`config.mk`:
```
export PLATFORM = sky130hd
export DESIGN_NAME = unaligned_word_load_merge
export DESIGN_NICKNAME = d
export VERILOG_FILES = /design/src/uwl_pkg.sv /design/src/uwl_decode.sv /design/src/uwl_lane_merge.sv /design/src/unaligned_word_load_merge.sv
export VERILOG_INCLUDE_DIRS = /design/src
export SDC_FILE = /design/constraint.sdc
export NUM_CORES = 1
export LEC_CHECK = 0
export BUFFER_PORTS_ARGS = -buffer_cell sky130_fd_sc_hd__clkbuf_2
export CAP_MARGIN = 20
export CORE_AREA = 2 2 162 164
export DETAILED_ROUTE_END_ITERATION = 7
export DIE_AREA = 0 0 164 166
export PLACE_DENSITY = 0.73
export SETUP_SLACK_MARGIN = 0.3
export SYNTH_ARGS = -nofsm -noshare
export SYNTH_HDL_FRONTEND = slang
export SYNTH_SLANG_ARGS = --single-unit
```
`constraint.sdc`:
```
create_clock -name clk -period 2.8 [get_ports clk]
set_input_delay 0 -clock clk [delete_from_list [all_inputs] [get_ports clk]]
set_output_delay 0 -clock clk [all_outputs]
set_load 0.05 [all_outputs]
```
`src/uwl_defines.svh`:
```
`ifndef UWL_DEFINES_SVH
`define UWL_DEFINES_SVH

`define OPC_LEFT      6'h22
`define OPC_RIGHT     6'h26
`define OPC_MSB       31
`define OPC_LSB       26
`define BASE_MSB      25
`define BASE_LSB      21
`define DEST_MSB      20
`define DEST_LSB      16
`define OFFS_MSB      15
`define OFFS_LSB      0
`define SIGN_BIT      31
`define RESET_DATA    64'h0000_0000_0000_0000
`define RESET_REG     5'h00
// upper half on a partial right load: 1 = copy bit 31, 0 = keep
`define RIGHT_SIGN_PARTIAL 1'b0

`endif

```
`src/uwl_pkg.sv`:
```
package uwl_pkg;
  typedef enum logic [1:0] {LD_NONE, LD_LEFT, LD_RIGHT} ld_kind_e;

  typedef struct packed {
    ld_kind_e    kind;
    logic [4:0]  baseReg;
    logic [4:0]  destReg;
    logic [15:0] offset;
  } instr_s;

  typedef struct packed {
    logic tlbRefill;
    logic tlbInvalid;
    logic busError;
    logic addrError;
  } exc_s;

  typedef struct packed {
    logic        cpuBigEndian;
    logic        memBigEndian;
    logic        reverseOrder;
    logic        mode64;
  } mode_s;
endpackage

```
`src/uwl_decode.sv`:
```
`timescale 1ns/1ps
`include "uwl_defines.svh"

module uwl_decode (
  input  wire logic [31:0]    instrWord,
  output uwl_pkg::instr_s     instr
);
  always_comb begin
    instr.baseReg = instrWord[`BASE_MSB:`BASE_LSB];
    instr.destReg = instrWord[`DEST_MSB:`DEST_LSB];
    instr.offset  = instrWord[`OFFS_MSB:`OFFS_LSB];
    case (instrWord[`OPC_MSB:`OPC_LSB])
      `OPC_LEFT:  instr.kind = uwl_pkg::LD_LEFT;   // [RULE_01]
      `OPC_RIGHT: instr.kind = uwl_pkg::LD_RIGHT;  // [RULE_10]
      default:    instr.kind = uwl_pkg::LD_NONE;
    endcase
  end
endmodule // uwl_decode

```
`src/uwl_lane_merge.sv`:
```
`timescale 1ns/1ps
`include "uwl_defines.svh"

module uwl_lane_merge (
  input  wire logic [31:0]    memWord,
  input  wire logic [63:0]    oldValue,
  input  wire logic [1:0]     addrLow,
  input  wire logic           isLeft,
  input  wire uwl_pkg::mode_s mode,
  output logic [63:0]         merged
);
  logic [1:0]  byteIdx;
  logic [31:0] rotated;
  logic [3:0]  laneSel;
  logic [31:0] low;
  logic        fullWord;

  // rotate a word left by n whole bytes (lane i moves to lane i+n, wrapping)
  function automatic logic [31:0] rotl8(input logic [31:0] w, input logic [1:0] n);
    logic [63:0] d;
    d = {w, w} << {n, 3'b000};
    return d[63:32];
  endfunction

  always_comb begin
    byteIdx = addrLow ^ {2{mode.cpuBigEndian}};  // [RULE_14]
    // byteIdx: little-endian byte number of the addressed byte
    if (isLeft) begin
      // addressed byte goes to lane 3; lanes 3..3-byteIdx written
      rotated = rotl8(memWord, 2'd3 - byteIdx);  // [RULE_16]
      laneSel = 4'b1000 | ({4{byteIdx >= 2'd1}} & 4'b0100)  // [RULE_05] [RULE_06]
              | ({4{byteIdx >= 2'd2}} & 4'b0010) | ({4{byteIdx == 2'd3}} & 4'b0001);
      fullWord = 1'b1;                            // [RULE_04]
    end else begin
      // addressed byte goes to lane 0; lanes 0..3-byteIdx written
      rotated = rotl8(memWord, 2'd0 - byteIdx);  // [RULE_16]
      laneSel = 4'b0001 | ({4{byteIdx <= 2'd2}} & 4'b0010)  // [RULE_15]
              | ({4{byteIdx <= 2'd1}} & 4'b0100) | ({4{byteIdx == 2'd0}} & 4'b1000);
      fullWord = (byteIdx == 2'd0);               // [RULE_12]
    end
    for (int i = 0; i < 4; i++) begin
      low[8*i +: 8] = laneSel[i] ? rotated[8*i +: 8] : oldValue[8*i +: 8];  // [RULE_03] [RULE_11]
    end
    if (!mode.mode64)
      merged = {32'h0000_0000, low};
    else if (fullWord || `RIGHT_SIGN_PARTIAL)
      merged = {{32{low[`SIGN_BIT]}}, low};       // [RULE_04] [RULE_12] [RULE_13]
    else
      merged = {oldValue[63:32], low};
  end
endmodule // uwl_lane_merge

```
`src/unaligned_word_load_merge.sv`:
```
`timescale 1ns/1ps
`include "uwl_defines.svh"
// Operation
// [RULE_01] decode left load fields and opcode
// [RULE_02] address is sign-extended offset plus base
// [RULE_03] left load fills upper bytes, keeps rest
// [RULE_04] 64-bit left load sign-extends bit 31
// [RULE_05] big-endian left load byte count by offset
// [RULE_06] little-endian left load byte count by offset
// [RULE_07] forward previous load result into merge
// [RULE_08] software avoids using destination next instruction
// [RULE_09] access faults reported, no alignment fault
// [RULE_10] decode right load with same layout
// [RULE_11] right load fills lower bytes, keeps rest
// [RULE_12] right load sign-extends only full word
// [RULE_13] left plus right gives sign-extended word
// [RULE_14] selection uses address low bits, order
// [RULE_15] big-endian right load byte count by offset
// [RULE_16] one lane merge datapath with rotator
// [RULE_17] endian flags adjust physical address bits

module unaligned_word_load_merge (
  input  wire logic            clk,
  input  wire logic            nrst,
  input  wire logic            issue,
  input  wire logic [31:0]     instrWord,
  input  wire uwl_pkg::mode_s  mode,
  output logic [4:0]           baseSel,
  input  wire logic [63:0]     baseValue,
  output logic [4:0]           destSel,
  input  wire logic [63:0]     destValue,
  output logic                 memReq,
  output logic [63:0]          virtAddr,
  input  wire logic [31:0]     physAddrIn,
  output logic [31:0]          physAddr,
  input  wire logic            memValid,
  input  wire logic [31:0]     memWord,
  input  wire uwl_pkg::exc_s   accessExc,
  output logic                 busy,
  output logic                 wbValid,
  output logic [4:0]           wbReg,
  output logic [63:0]          wbData,
  output logic                 excValid,
  output uwl_pkg::exc_s        excCause
);
  typedef enum logic [1:0] {IDLE, WAIT_MEM} state_e;

  state_e           state;
  uwl_pkg::instr_s  dec;
  uwl_pkg::instr_s  held;
  logic [63:0]      next_addr;
  logic [1:0]       addrLow;
  logic [63:0]      oldValue;
  logic [63:0]      merged;
  logic             accept;
  logic             excAny;

  uwl_decode u_decode (
    .instrWord (instrWord),
    .instr     (dec)
  );

  assign accept  = issue && (state == IDLE) && (dec.kind != uwl_pkg::LD_NONE);
  assign baseSel = dec.baseReg;
  assign destSel = held.destReg;
  assign busy    = (state != IDLE);
  assign memReq  = (state == WAIT_MEM);
  assign excAny  = accessExc.tlbRefill | accessExc.tlbInvalid
                 | accessExc.busError | accessExc.addrError;

  always_comb begin
    next_addr = baseValue + {{48{dec.offset[15]}}, dec.offset};  // [RULE_02]
  end

  // word select bits of the physical address under the endian flags
  always_comb begin
    physAddr = physAddrIn;
    physAddr[1:0] = physAddrIn[1:0] ^ {2{mode.reverseOrder}};  // [RULE_17]
    if (!mode.memBigEndian)
      physAddr[1:0] = 2'b00;                                    // [RULE_17]
  end

  always_ff @(posedge clk or negedge nrst) begin
    if (!nrst) begin
      state <= IDLE;
    end else begin
      case (state)
        IDLE:     if (accept) state <= WAIT_MEM;
        WAIT_MEM: if (memValid || excAny) state <= IDLE;
        default:  state <= IDLE;
      endcase
    end
  end

  always_ff @(posedge clk or negedge nrst) begin
    if (!nrst) begin
      held     <= '{kind: uwl_pkg::LD_NONE, baseReg: `RESET_REG, destReg: `RESET_REG,
                    offset: 16'h0000};
      virtAddr <= `RESET_DATA;
    end else if (accept) begin
      held     <= dec;
      virtAddr <= next_addr;  // [RULE_09] no alignment check on the address
    end
  end

  assign addrLow = virtAddr[1:0];

  // forward the just-written result when the previous load hit the same register
  always_comb begin
    if (wbValid && wbReg == held.destReg)
      oldValue = wbData;  // [RULE_07]
    else
      oldValue = destValue;
  end

  uwl_lane_merge u_merge (
    .memWord  (memWord),
    .oldValue (oldValue),
    .addrLow  (addrLow),
    .isLeft   (held.kind == uwl_pkg::LD_LEFT),
    .mode     (mode),
    .merged   (merged)
  );

  always_ff @(posedge clk or negedge nrst) begin
    if (!nrst) begin
      wbValid <= 1'b0;
      wbReg   <= `RESET_REG;
      wbData  <= `RESET_DATA;
    end else begin
      wbValid <= (state == WAIT_MEM) && memValid && !excAny;
      if ((state == WAIT_MEM) && memValid && !excAny) begin
        wbReg  <= held.destReg;
        wbData <= merged;  // [RULE_03] [RULE_11] [RULE_16]
      end
    end
  end

  always_ff @(posedge clk or negedge nrst) begin
    if (!nrst) begin
      excValid <= 1'b0;
      excCause <= '0;
    end else begin
      excValid <= (state == WAIT_MEM) && excAny;  // [RULE_09]
      if ((state == WAIT_MEM) && excAny)
        excCause <= accessExc;
    end
  end

  // assertions
  logic [1:0]  bIdx;
  logic        wasLeft;
  logic [31:0] prevOld;
  logic [31:0] prevMem;
  logic [31:0] prevOldHi;
  logic        was64;
  always_ff @(posedge clk or negedge nrst) begin
    if (!nrst) begin
      prevOldHi <= 32'h0000_0000;
      was64     <= 1'b0;
      wasLeft <= 1'b0;
      bIdx    <= 2'b00;
      prevOld <= 32'h0000_0000;
      prevMem <= 32'h0000_0000;
    end else begin
      wasLeft <= (held.kind == uwl_pkg::LD_LEFT);
      bIdx    <= addrLow ^ {2{mode.cpuBigEndian}};
      prevOld <= oldValue[31:0];
      prevMem <= memWord;
      prevOldHi <= oldValue[63:32];
      was64     <= mode.mode64;
    end
  end
endmodule // unaligned_word_load_merge

```
# Yosys cells after proc, flatten, opt, wreduce, memory -nomap -nowiden
# Index checks and enable logic that the tools add are counted.
[word_totals]
regBits = 148
inputBits = 236
out_inout_bits = 183
word_cells = 69
[op_classes]
add_sub_neg = 3
n_lt_le_gt_ge = 4
n_eq_ne = 9
shifts = 2
mux = 15
bitwise = 9
reduce_logical = 14
[ops]
columns = ["operator", "count"]
rows = [
  ["$mux W64", 3],
  ["$shl A64 B5 Y64", 2],
  ["$add A64 B64 Y64", 1],
  ["$mux W32", 1],
  ["$mux W8", 4],
  ["$eq A6 B6 Y1 const B", 2],
  ["$pmux W2 S2", 2],
  ["$logic_and A1 B1 Y1", 6],
  ["$mux W2", 3],
  ["$eq A5 B5 Y1", 1],
  ["$eq A2 B1 Y1 const B", 2],
  ["$logic_not A2 Y1", 2],
  ["$mux W4", 1],
  ["$or A4 B1 Y4", 1],
  ["$or A4 B2 Y4", 1],
  ["$or A4 B4 Y4", 1],
  ["$reduce_and A2 Y1", 2],
  ["$reduce_bool A2 Y1", 2],
  ["$xor A2 B2 Y2", 2],
  ["$ne A3 B2 Y1 const B", 1],
  ["$or A1 B1 Y1", 3],
  ["$or A2 B3 Y3", 1],
  ["$eq A2 B2 Y1 const B", 1],
  ["$ge A2 B1 Y1 const B", 1],
  ["10 further kinds", 10],
]

# Longest topological paths before layout
# Gate-level depths: netlist (run 1).
[depth]
depth_word = 8
depth_mapped = 11
ltp_nobuf = 11

# By module
# Synthesis (run 1) repeated with hierarchy kept, for this count alone.
[unflattened]
hier_cells = 1328
hier_area_um2 = 11903.9
[modules_own_cells]
columns = ["module", "n_inst", "cells_per_inst", "area_each_um2", "seq_area_each_um2"]
rows = [
  ["unaligned_word_load_merge", 1, 1074, 10105.9, 3678.5],
  ["uwl_lane_merge", 1, 223, 1574.0, 0.0],
  ["uwl_decode", 1, 31, 224.0, 0.0],
]

# Least setup slack after synthesis (run 1)
# OpenSTA, ideal clock, no wires.
[synth_timing]
path_type = "register to register"
startpoint = "register virtAddr[0]"
endpoint = "register wbData[32]"
setup_ps = 133
arrival_time_ps = 2859
required_ps = 2667
path_slack_ps = -192
path_stages_with_launch = 10
path_buffers = 1
synth_period_minus_slack_ps = 2992
cell_sequence = "dfrtp_1 xnor2_1 inv_1 ha_1 a21oi_2 mux4_2 and2_1 o211ai_1 clkbuf_1 o21ai_0"
[synth_via]
elab_chain_cells = 7
word_cells_on_any_way = 15
cone_classes = "add/sub: 2; eq/ne: 1; shift: 2; mux: 6; bitwise: 2; reduce/logical: 2"
[synth_rtl]
columns = ["element", "line", "text"]
rows = [
  ["start, declared", "unaligned_word_load_merge.sv:33", "output logic [63:0] virtAddr,"],
  ["start signal, assigned", "unaligned_word_load_merge.sv:99", "virtAddr <= `RESET_DATA;"],
  ["start signal, assigned", "unaligned_word_load_merge.sv:102", "virtAddr <= next_addr;"],
  ["$xor A2 B2 Y2 (*)", "-", ""],
  ["$sub A1 B2 Y2, or another cell as far along", "uwl_lane_merge.sv:36", "rotated = rotl8(memWord, 2'd0 - byteIdx);"],
  ["$shl A64 B5 Y64 or $or A4 B4 Y4 (tied branches)", "uwl_lane_merge.sv:21, uwl_lane_merge.sv:38", ""],
  ["$mux W32 or $mux W4 (tied branches)", "uwl_lane_merge.sv:28", "if (isLeft) begin"],
  ["$mux W8", "uwl_lane_merge.sv:42", "low[8*i +: 8] = laneSel[i] ? rotated[8*i +: 8] : oldValue[8*i +: 8];"],
  ["$mux W64", "uwl_lane_merge.sv:46", "else if (fullWord || `RIGHT_SIGN_PARTIAL)"],
  ["$mux W64", "uwl_lane_merge.sv:44", "if (!mode.mode64)"],
  ["end signal, assigned", "unaligned_word_load_merge.sv:129", "wbData <= `RESET_DATA;"],
  ["end signal, assigned", "unaligned_word_load_merge.sv:134", "wbData <= merged;"],
  ["end, declared", "unaligned_word_load_merge.sv:42", "output logic [63:0] wbData,"],
]
# Mark *: on every way between the ends. The rest lies on a longest branch, timed or not.
# A chain may end at the register's enable or synchronous reset.

# Worst setup path after layout (run 1)
[layout_timing]
startpoint = "register virtAddr[1]"
endpoint = "register wbData[50]"
# Same word-level chain as after synthesis.

==> summary.txt, run 1 <==
Post-synth net total: 1561
Startpoint Class: flop
Vias: 12070
Final instance area: 15880 µm²
Slew HR: 51.46%
Dominant synthesized flop cell: dfrtp_1
Area after DPL: 13740 µm²
CTS tree: done
Die footprint: 27220 µm²
Root Driver: clkbuf_16
Die Ht: 166 µm
Max-cap check violation count: 0
Ys async rst share: 100.0%
Total GRT Usage: 28.88%
Top-area cell type share of the netlist area: 34.52%
Lkg Pwr: 0.008003 µW
CTS Buf Count: 17
Syn avg cell area: 8.463 µm²
Synth top area cells: dfrtp_1 (35%), ha_1 (7.6%), nand2_1 (6.6%)
Top-count cell post-synth: nand2_1
Vias per inst: 5.623
Io pins: 419
DRC viols: 0
Initial antenna violation count: 4
Max FO, Critical Path: 8
Fin crit share: 92.14%
Core Footprint: 25620 µm²
Critical path arrival: 2.89 ns
Clock Tree Buf Depth: 2
Seq cells post-synth: 147
Pwr per Cell Area: 614.9 nW/µm²
Endpoints failing setup: 0
Worst Tran Pin Value: 0.7282 ns
HPWL after DPL: 28340 µm
CP cell instances: xor2_4 -> ha_4 -> a21oi_4 -> mux4_2 -> and2_4 -> o211ai_1 -> buf_4 -> buf_12 -> o21ai_1
Synth warn: 0
Post-Synthesis Cell Area: 10660 µm²
First-pass DRT Iterations: 6
Unrepaired setup endpoints after global routing: yes
WL/cell: 19.32 µm
CP Buf/Inv Count: 2
Layout cell share with drive strength beyond 1: 38.41%
Mapped Cells: 1259
Placer Congestion: 0.9114
Most instantiated cells after synthesis: nand2_1 (187), dfrtp_1 (147), o21ai_0 (120)
CP max-delay cell: mux4_2
Worst hold path class: in -> out
Initial Utilization: 41.60%
Vias in the first global route: 11900
Yosys cell types: 64
PortBufs: 348
Antenna viol nets, final: 0
Maximum VDD drop: 0.3785 mV
Register area share after synthesis: 34.52%
Worst path max stage delay: 0.55 ns
First-pass GRT wire length: 62290 µm
CP top delay family: multiplexers
Max Transition Viols Final: 0
Cell taking the most area after synthesis: dfrtp_1
Starting DRC count in detailed routing: 1175
Max Clk Rate: 0.3876 GHz
Routed WL: 41470 µm
Global route overflow: 0
CP required: 3.11 ns
Rows: 59
H-tree levels: 4
Min Tclk post-route: 2.580 ns
Final Worst Setup Slack: 0.2201 ns
Clock sink total: 147
Number of synthesized flops with an enable pin: 0
Nets: 2096
Status: complete, no violations
Clock-pin slew on the worst setup and hold paths: 0.08 ns
CP Class: reg -> reg
Pre-CTS setup slack: -0.2670 ns
Crit end category: flop
Clock skew: 0.01648 ns
Final hold vios: 0
Largest net degree at the start of global routing: 71
Layout area overhead: 49.03%
Die W: 164 µm
Clk_lat worst skew: 0.44 ns
## sequential cells by signal (all words and copies together), names as in the netlist
register  cells
virtAddr     64
wbValid       1
excValid      1
destSel       5
held          2
wbReg         5
wbData       64
state         1
excCause      4
## routing by layer
| metal | vias to the layer above | track usage (%) | part of all wire [%] |
|---|---|---|---|
| li1 | 5583 | - | - |
| met3 | 142 | 9.041 | 9.0 |
| met5 | - | 0 | 0.031 |
| met2 | 633 | 46.86 | 48 |
| met4 | 2 | 14.26 | 4.7 |
| met1 | 5707 | 34.49 | 38 |
## where the power goes
| part | internal [µW] | switching, µW | total [µW] |
|---|---|---|---|
| logic | 1800 | 2920 | 4720 |
| registers | 2410 | 196 | 2600 |
| clock network | 1220 | 1220 | 2440 |
## kinds of logic after synthesis
group           Yosys count  share of synthesized area, %
flops                   147                         34.52
mux                      48                         6.388
compound gates          386                         22.51
xor+xnor                 59                         4.850
buf+inv                 130                         6.165
fa+ha+maj                66                         7.821
simple gates            423                         17.74
## final timing paths
kind | start | endpoint | slack (ns) | cells after the start
worst min-delay path | physAddrIn[12] | physAddr[12] | 0.00002 | 0
worst min register to register | held[27] | held[27] | 0.47 | 2
max in group asynchronous | nrst | virtAddr[14] | 1.84 | 3
worst max-delay path | virtAddr[1] | wbData[50] | 0.22 | 9
min in group asynchronous | nrst | wbData[45] | 0.16 | 2
worst max register to register | virtAddr[1] | wbData[50] | 0.22 | 9
## layout by cell type (no fill, tap or decap), types with 7 or more instances in the layout
master,count
and2_1,8
nand3_1,11
nand2b_1,9
nand2_1,185
clkbuf_16,22
xor2_1,30
ha_1,54
a31oi_1,7
inv_1,17
buf_4,186
a211oi_1,7
nand4_1,27
o22ai_1,31
mux4_2,16
ha_4,9
o21ai_2,31
o21bai_1,12
a211oi_2,8
a21oi_1,102
a21o_1,32
nor3_1,10
clkbuf_2,346
buf_12,7
o21ai_0,80
dlygate4sd3_1,80
nor2_1,117
mux2i_1,32
o211ai_1,8
o31ai_1,8
xnor2_1,26
o21ai_1,8
dfrtp_1,145
## layout make-up
type | count | area, µm²
multi-input combinational | 982 | 6847
timing repair buffer | 628 | 4243
antenna | 4 | 10.01
inverter | 18 | 67.56
clock inverter | 15 | 186.4
fill | 2098 | 9737
tap | 335 | 419.2
clock buffer | 17 | 425.4
sequential | 147 | 3681
## metrics by stage
step	hold WS (ns)	total power [µW]	std cells	TNS, ns	util [%]
2_1_floorplan	-0.2956	5702	1259	0	-
3_3_place_gp	0.0003409	6873	2012	-2.007	53.63
3_5_place_dp	0.0003409	6943	2012	-2.797	53.63
4_1_cts	0.0003409	9522	2131	0	59.95
5_1_grt	0.00008806	10220	2144	0	61.97
6_report	0.00002195	9764	2146	0	61.99
## what timing repair did
item	CTS	global route
buffers inserted	5	7
endpoints found under the setup margin	23	60
resized for setup	24	88
hold buffers	80	0
pin swaps	14	21
endpoints found under the hold margin	146	0
cloned	2	4
(Power assumes the default switching activity.)
==> run 2, diff against run 1 <==
==> constraint.sdc (replaced) <==
create_clock -name clk -period 2.8 [get_ports clk]
set_input_delay 0.42 -clock clk [delete_from_list [all_inputs] [get_ports clk]]
set_output_delay 0.42 -clock clk [all_outputs]
set_load 0.05 [all_outputs]
==> run 2 against run 1 <==
Compared with the run above:
- first-iteration DRC count is 12% lower
- hold slack worse by 0.029 ns
- global-route usage grew 0.086 points
- the flow now finishes with violations (negative hold slack)
- critical endpoint is now virtAddr[62]
==> summary.txt, run 2 (synthesis gave the netlist of run 1 again) <==
Status: finished, violations left (was complete, no violations)
Failing checks: negative hold slack
Io pins: 419 (unchanged)
Root Driver: clkbuf_16 (unchanged)
Tot Pwr: 9923 µW (was 9764 µW)
CTS Buf Count: 17 (unchanged)
Starting DRC count in detailed routing: 1037 (was 1175)
DRC viols: 0 (unchanged)
Layout cell share with drive strength beyond 1: 46.23% (was 38.41%)
Min Tclk post-route: 2.788 ns (was 2.580 ns)
Largest net degree at the start of global routing: 67 (was 71)
Slew HR: 54.61% (was 51.46%)
Pre-CTS setup slack: -0.5338 ns (was -0.2670 ns)
CP Class: in -> reg (was reg -> reg)
Initial antenna violation count: 2 (was 4)
Largest regs: virtAddr x64, wbData x64 (unchanged)
CP required: 3.17 ns (was 3.11 ns)
PortBufs: 348 (unchanged)
Hold buffers post-CTS: 0 (was 80)
Grt peak-use layer: met2 (unchanged)
Endpoints failing setup: 0 (unchanged)
Die footprint: 27220 µm² (unchanged)
Max Transition Viols Final: 0 (unchanged)
Max FO, Critical Path: 5 (was 8)
Core Footprint: 25620 µm² (unchanged)
Worst hold path class: in -> async (was in -> out)
Worst hold margin: -0.02849 ns (was 0.00002195 ns)
Vias: 11860 (was 12070)
Non-filler instance count after layout: 2113 (was 2146)
Grt met3 use: 7.542% (was 9.041%)
Max-cap check violation count: 0 (unchanged)
Final hold vios: 16 (was 0)
Clock-pin slew on the worst setup and hold paths: 0.08 ns (about the same)
Lkg Pwr: 0.008043 µW (was 0.008003 µW)
First-pass GRT wire length: 62230 µm (was 62290 µm)
Global route overflow: 0 (unchanged)
Die W: 164 µm (unchanged)
H-tree levels: 4 (unchanged)
First-pass DRT Iterations: 5 (was 6)
Antenna viol nets, final: 0 (unchanged)
DP Cell Count: 2045 (was 2012)
Total GRT Usage: 28.97% (was 28.88%)
Unrepaired setup endpoints after global routing: yes (unchanged)
Fin Setup TNS: 0 ns (unchanged)
Final Worst Setup Slack: 0.01181 ns (was 0.2201 ns)
Maximum VDD drop: 0.4226 mV (was 0.3785 mV)
Rows: 59 (unchanged)
Routed WL: 41230 µm (was 41470 µm)
CTS tree: done (unchanged)
Placer Congestion: 0.9832 (was 0.9114)
Clk_lat worst skew: 0.44 ns (about the same)
Vias per inst: 5.613 (was 5.623)
Critical path arrival: 3.16 ns (was 2.89 ns)
Worst Tran Pin Value: 0.6809 ns (was 0.7282 ns)
M2 GR Usage: 48.56% (was 46.86%)
Max Clk Rate: 0.3587 GHz (was 0.3876 GHz)
Die Ht: 166 µm (unchanged)
Clock skew: 0.01383 ns (was 0.01648 ns)
Nets: 2065 (was 2096)
Clock Tree Buf Depth: 2 (unchanged)
Vias in the first global route: 11820 (was 11900)
Met1 Use GR: 34.74% (was 34.49%)
Pwr per Cell Area: 611.5 nW/µm² (was 614.9 nW/µm²)
Fin crit share: 99.58% (was 92.14%)
Initial Utilization: 41.60% (unchanged)
Layout area overhead: 52.30% (was 49.03%)
Most frequent cells in the layout: clkbuf_2 (343), buf_4 (223), nand2_1 (178) (was clkbuf_2 (346), buf_4 (186), nand2_1 (185))
Crit end category: flop (unchanged)
Commonest non-fill, non-tap cell in the layout: clkbuf_2 (unchanged)
Clock sink total: 147 (unchanged)
Startpoint Class: input pin (was flop)
WL/cell: 19.51 µm (was 19.32 µm)
HPWL after DPL: 30540 µm (was 28340 µm)
[run 2: cell count changes in the layout (fill, tap and decap cells not counted), moves of 7 or more]
| cell | previous run | this run |
|---|---|---|
| a21oi_1 | 102 | 87 |
| a21oi_2 | 6 | 17 |
| buf_4 | 186 | 223 |
| buf_6 | 3 | 13 |
| dlygate4sd3_1 | 80 | 0 |
| ha_1 | 54 | 28 |
| ha_4 | 9 | 36 |
| nand2_1 | 185 | 178 |
| o21ai_0 | 80 | 61 |
| o21ai_1 | 8 | 26 |
[run 2: critical path, stage by stage]
cell and delay [ns]:
clkbuf_16 0.14, buf_12 0.15, buf_12 0.13, ha_4 0.28, nand4_1 0.25, nor3_4 0.32, buf_6 0.15, nand2_4 0.05
nor3_4 0.15, a21oi_4 0.10, o31ai_4 0.37, a2111oi_4 0.14, or4_1 0.41, nand3_1 0.08
[run 2: metal layers]
metal	wire length (µm)	part of all wire, %	vias to the layer above
met2	20120	49	558
met4	1810	4.4	0
li1	-	-	5509
met3	3284	8.0	116
met5	0	0	-
met1	16010	39	5678
[run 2: cell type report]
| cell class | instances | area, µm² |
|---|---|---|
| well taps | 335 | 419.2 |
| fillers | 2113 | 9388 |
| diodes | 2 | 5.005 |
| repair buffers | 597 | 3911 |
| flip-flops and latches | 147 | 3681 |
| clock buffers | 17 | 425.4 |
| multi-input cells | 982 | 7537 |
| inverters | 18 | 67.56 |
| clock inverters | 15 | 181.4 |
[run 2: timing repair]
item,CTS,global route
pin swaps,44,43
hold endpoints to repair,0,0
buffers inserted,21,7
gates cloned,4,2
endpoints found under the setup margin,64,68
resized for setup,85,99
[run 2: final timing paths]
check	from	endpoint	slack (ns)	cells after the start
worst max-delay path	instrWord[15]	virtAddr[62]	0.01	14
worst min-delay path	nrst	wbData[59]	-0.03	1
worst max register to register	virtAddr[0]	wbData[60]	0.25	11
worst min register to register	virtAddr[3]	virtAddr[3]	0.48	2
max in group asynchronous	nrst	virtAddr[12]	2.07	2
min in group clk	instrWord[20]	destSel[4]	0.18	3
[run 2: metrics by stage]
stage	util, %	cell area [µm²]	hold WS [ns]
floorplan	-	11180	0.1244
global placement	56.12	14380	0.4492
detailed placement	56.12	14380	0.4670
CTS	61.27	15700	0.003500
global route	63.35	16230	0.02200
finish	63.35	16230	-0.02849
[run 2: report_power, final]
part	leakage (µW)	internal [µW]	switching (µW)
clock network	0.000296	1220	1190
registers	0.00197	2410	202
logic	0.00578	1910	3000
total	0.00804	5540	4390
==> run 3, diff against run 2 <==
--- a/config.mk
+++ b/config.mk
@@ -9,8 +9,10 @@
 export BUFFER_PORTS_ARGS = -buffer_cell sky130_fd_sc_hd__clkbuf_2
 export CAP_MARGIN = 20
-export CORE_AREA = 2 2 162 164
+export CELL_PAD_IN_SITES_DETAIL_PLACEMENT = 1
+export CELL_PAD_IN_SITES_GLOBAL_PLACEMENT = 2
+export CORE_MARGIN = 3
+export CORE_UTILIZATION = 25
 export DETAILED_ROUTE_END_ITERATION = 7
-export DIE_AREA = 0 0 164 166
-export PLACE_DENSITY = 0.73
+export PLACE_DENSITY_LB_ADDON = 0.1
 export SETUP_SLACK_MARGIN = 0.3
 export SYNTH_ARGS = -nofsm -noshare
==> constraint.sdc (replaced) <==
create_clock -name clk -period 2.8 [get_ports clk]
set_input_delay 0.14 -clock clk [delete_from_list [all_inputs] [get_ports clk]]
set_output_delay 0.14 -clock clk [all_outputs]
set_load 0.05 [all_outputs]
==> run 3 against run 2 <==
Compared with the run above:
- the flow now finishes without violations
- final cell count is 13% higher
- wire length grew 14%
- sequential cell count stayed put
- clock power shrank 2%
==> summary.txt, run 3 (synthesis gave the netlist of run 1 again) <==
Sequential standard cell area: 3681 µm² (unchanged)
Routed WL: 47070 µm (was 41230 µm)
Area after DPL: 14490 µm² (was 14380 µm²)
Rows: 75 (was 59)
Logic pwr share: 49.6% (was 49.5%)
CP Class: reg -> reg (was in -> reg)
Worst r2r path cells: 10 (was 11)
Maximum VDD drop: 0.3801 mV (was 0.4226 mV)
Nets: 2140 (was 2065)
Critical path arrival: 2.93 ns (was 3.16 ns)
Vias: 11650 (was 11860)
Global route overflow: 0 (unchanged)
Initial antenna violation count: 1 (was 2)
Max FO, Critical Path: 7 (was 5)
Largest net degree at the start of global routing: 60 (was 67)
Clock Tree Buf Depth: 2 (unchanged)
Initial Utilization: 25.35% (was 41.60%)
Die W: 212.5 µm (was 164 µm)
Clock sink total: 147 (unchanged)
Antenna viol nets, final: 0 (unchanged)
Hold endpoint: wbData[16]
Slew HR: 59.58% (was 54.61%)
Die Ht: 212.5 µm (was 166 µm)
Die footprint: 45140 µm² (was 27220 µm²)
Worst r2r dst: wbData[34] (was wbData[60])
WL/cell: 19.70 µm (was 19.51 µm)
Clock-pin slew on the worst setup and hold paths: 0.07 ns (was 0.08 ns)
Crit end category: flop (unchanged)
First-pass GRT wire length: 70720 µm (was 62230 µm)
Layout area overhead: 58.34% (was 52.30%)
Layout cell share with drive strength beyond 1: 42.76% (was 46.23%)
Psw: 4302 µW (was 4386 µW)
Clock skew: 0.008383 ns (was 0.01383 ns)
Largest regs: virtAddr x64, wbData x64 (unchanged)
CTS tree: done (unchanged)
PortBufs: 348 (unchanged)
P_int: 5555 µW (was 5537 µW)
Status: complete, no violations (was finished, violations left)
Startpoint Class: flop (was input pin)
CTS Buf Count: 17 (unchanged)
First-pass DRT Iterations: 4 (was 5)
Worst Tran Pin Value: 0.6064 ns (was 0.6809 ns)
Unrepaired setup endpoints after global routing: yes (unchanged)
Max Transition Viols Final: 0 (unchanged)
Clock network fraction of total power: 23.9% (was 24.2%)
Starting DRC count in detailed routing: 472 (was 1037)
Final hold vios: 0 (was 16)
Non-filler instance count after layout: 2389 (was 2113)
Placer Congestion: 0.8481 (was 0.9832)
DP Cell Count: 2256 (was 2045)
Diode count: 0 (was 2)
DRC viols: 0 (unchanged)
Most frequent cells in the layout: clkbuf_2 (342), buf_4 (236), nand2_1 (182) (was clkbuf_2 (343), buf_4 (223), nand2_1 (178))
CP max-delay cell: mux4_2 (was or4_1)
Lkg Pwr: 0.008255 µW (was 0.008043 µW)
Pwr per Cell Area: 584.2 nW/µm² (was 611.5 nW/µm²)
Core Footprint: 42040 µm² (was 25620 µm²)
HPWL after DPL: 36590 µm (was 30540 µm)
Min Tclk post-route: 2.562 ns (was 2.788 ns)
Fin crit share: 91.50% (was 99.58%)
Max Clk Rate: 0.3903 GHz (was 0.3587 GHz)
Worst hold path class: in -> reg (was in -> async)
Fill cells: 4915 (was 2113)
Worst path max stage delay: 0.55 ns (was 0.41 ns)
Reg-to-reg setup timing slack: 0.24 ns (was 0.25 ns)
Pre-CTS setup slack: -0.4592 ns (was -0.5338 ns)
Vias per inst: 4.877 (was 5.613)
Commonest non-fill, non-tap cell in the layout: clkbuf_2 (unchanged)
Hold path start: destValue[16]
Launching point of the worst reg2reg path: virtAddr[0] (unchanged)
Endpoints failing setup: 0 (unchanged)
CP cell instances: xnor2_2 -> inv_2 -> ha_4 -> a21oi_4 -> mux4_2 -> and2_4 -> o211ai_1 -> buf_4 -> clkbuf_16 -> o21ai_1 (was clkbuf_16 -> buf_12 -> buf_12 -> ha_4 -> nand4_1 -> nor3_4 -> buf_6 -> nand2_4 -> nor3_4 -> a21oi_4 -> o31ai_4 -> a2111oi_4 -> or4_1 -> nand3_1)
Root Driver: clkbuf_16 (unchanged)
Max-cap check violation count: 0 (unchanged)
Clk_lat worst skew: 0.48 ns (was 0.44 ns)
H-tree levels: 4 (unchanged)
Sequential share of power: 26.5% (was 26.3%)
Final Worst Setup Slack: 0.2380 ns (was 0.01181 ns)
Switching Share: 43.64% (was 44.20%)
CP required: 3.17 ns (about the same)
Vias in the first global route: 12360 (was 11820)
Hold path depth: 3
Final instance area: 16870 µm² (was 16230 µm²)
Total GRT Usage: 20.31% (was 28.97%)
Io pins: 419 (unchanged)
Multi-input gate area: 7266 µm² (was 7537 µm²)
==> run 3: cell count changes in the layout (fill, tap and decap cells not counted), sizes merged, moves of 2 or more <==
cell         delta
clkinvlp        +3
clkinv          -6
diode           -2
dlygate4sd3    +69
buf             +8
clkbuf          -3
==> run 3: timing repair <==
item                                    in CTS  in global routing
hold endpoints to repair                   119                  0
gates cloned                                 2                  4
hold buffers                                69                  0
gates resized for setup                     65                 94
buffers inserted                            12                 15
endpoints found under the setup margin      45                 57
pin swaps                                   22                 50
==> run 3: metrics by stage <==
step           setup TNS [ns]  hold slack, ns  power [µW]  utilization, %
2_1_floorplan               0         -0.1556        5737               -
3_3_place_gp           -5.445          0.1736        7189           34.47
3_5_place_dp           -7.107          0.1670        7239           34.47
4_1_cts                     0        0.001617        9847           38.46
5_1_grt                     0         0.04600       10490           40.13
6_report                    0         0.03449        9856           40.13
==> run 3: layout make-up <==
type,count,area share (%)
clock buffer,17,2.522
clock inverter,14,0.8529
timing repair buffer,672,27.34
sequential,147,21.82
multi-input combinational,982,43.07
inverter,18,0.4005
tap,539,3.997
==> run 3: worst max-delay path, delay by kind of cell, from the launching register on <==
family / cells / cell delay (ns)
fa+ha+maj: 1 / 0.22
mux: 1 / 0.55
flops: 1 / 0.43
simple gates: 1 / 0.16
compound gates: 3 / 0.47
xor+xnor: 1 / 0.20
buf+inv: 3 / 0.43
==> run 3: layer usage <==
layer  share of wire, %  vias to the layer above  wire [µm]  GRT usage [%]
met1                 45                     5669      21070          25.76
li1                   -                     5672          -              -
met3                4.8                       45       2252          4.692
met4                1.8                        2        836          5.643
met5              0.015                        -          7              0
met2                 49                      263      22910          34.69
==> run 3: worst max path at each step <==
stage	startpoint	to	slack, ns	cells after the start
final	virtAddr[0]	wbData[34]	0.24	10
after global routing	virtAddr[0]	wbData[34]	0.1	10
after CTS	instrWord[15]	virtAddr[60]	0.24	14
after detailed placement	instrWord[15]	virtAddr[60]	-0.46	14
after global placement	instrWord[15]	virtAddr[63]	-0.42	13
after floorplan	virtAddr[0]	wbData[32]	0.16	9
==> run 3: power groups by stage <==
stage          Combinational [µW]  Clock, µW  Sequential (µW)
6_report                     4890       2350             2610
5_1_grt                      5300       2530             2650
4_1_cts                      4770       2450             2620
3_5_place_dp                 4580          0             2660
3_3_place_gp                 4540          0             2650
2_1_floorplan                2190          0             3550
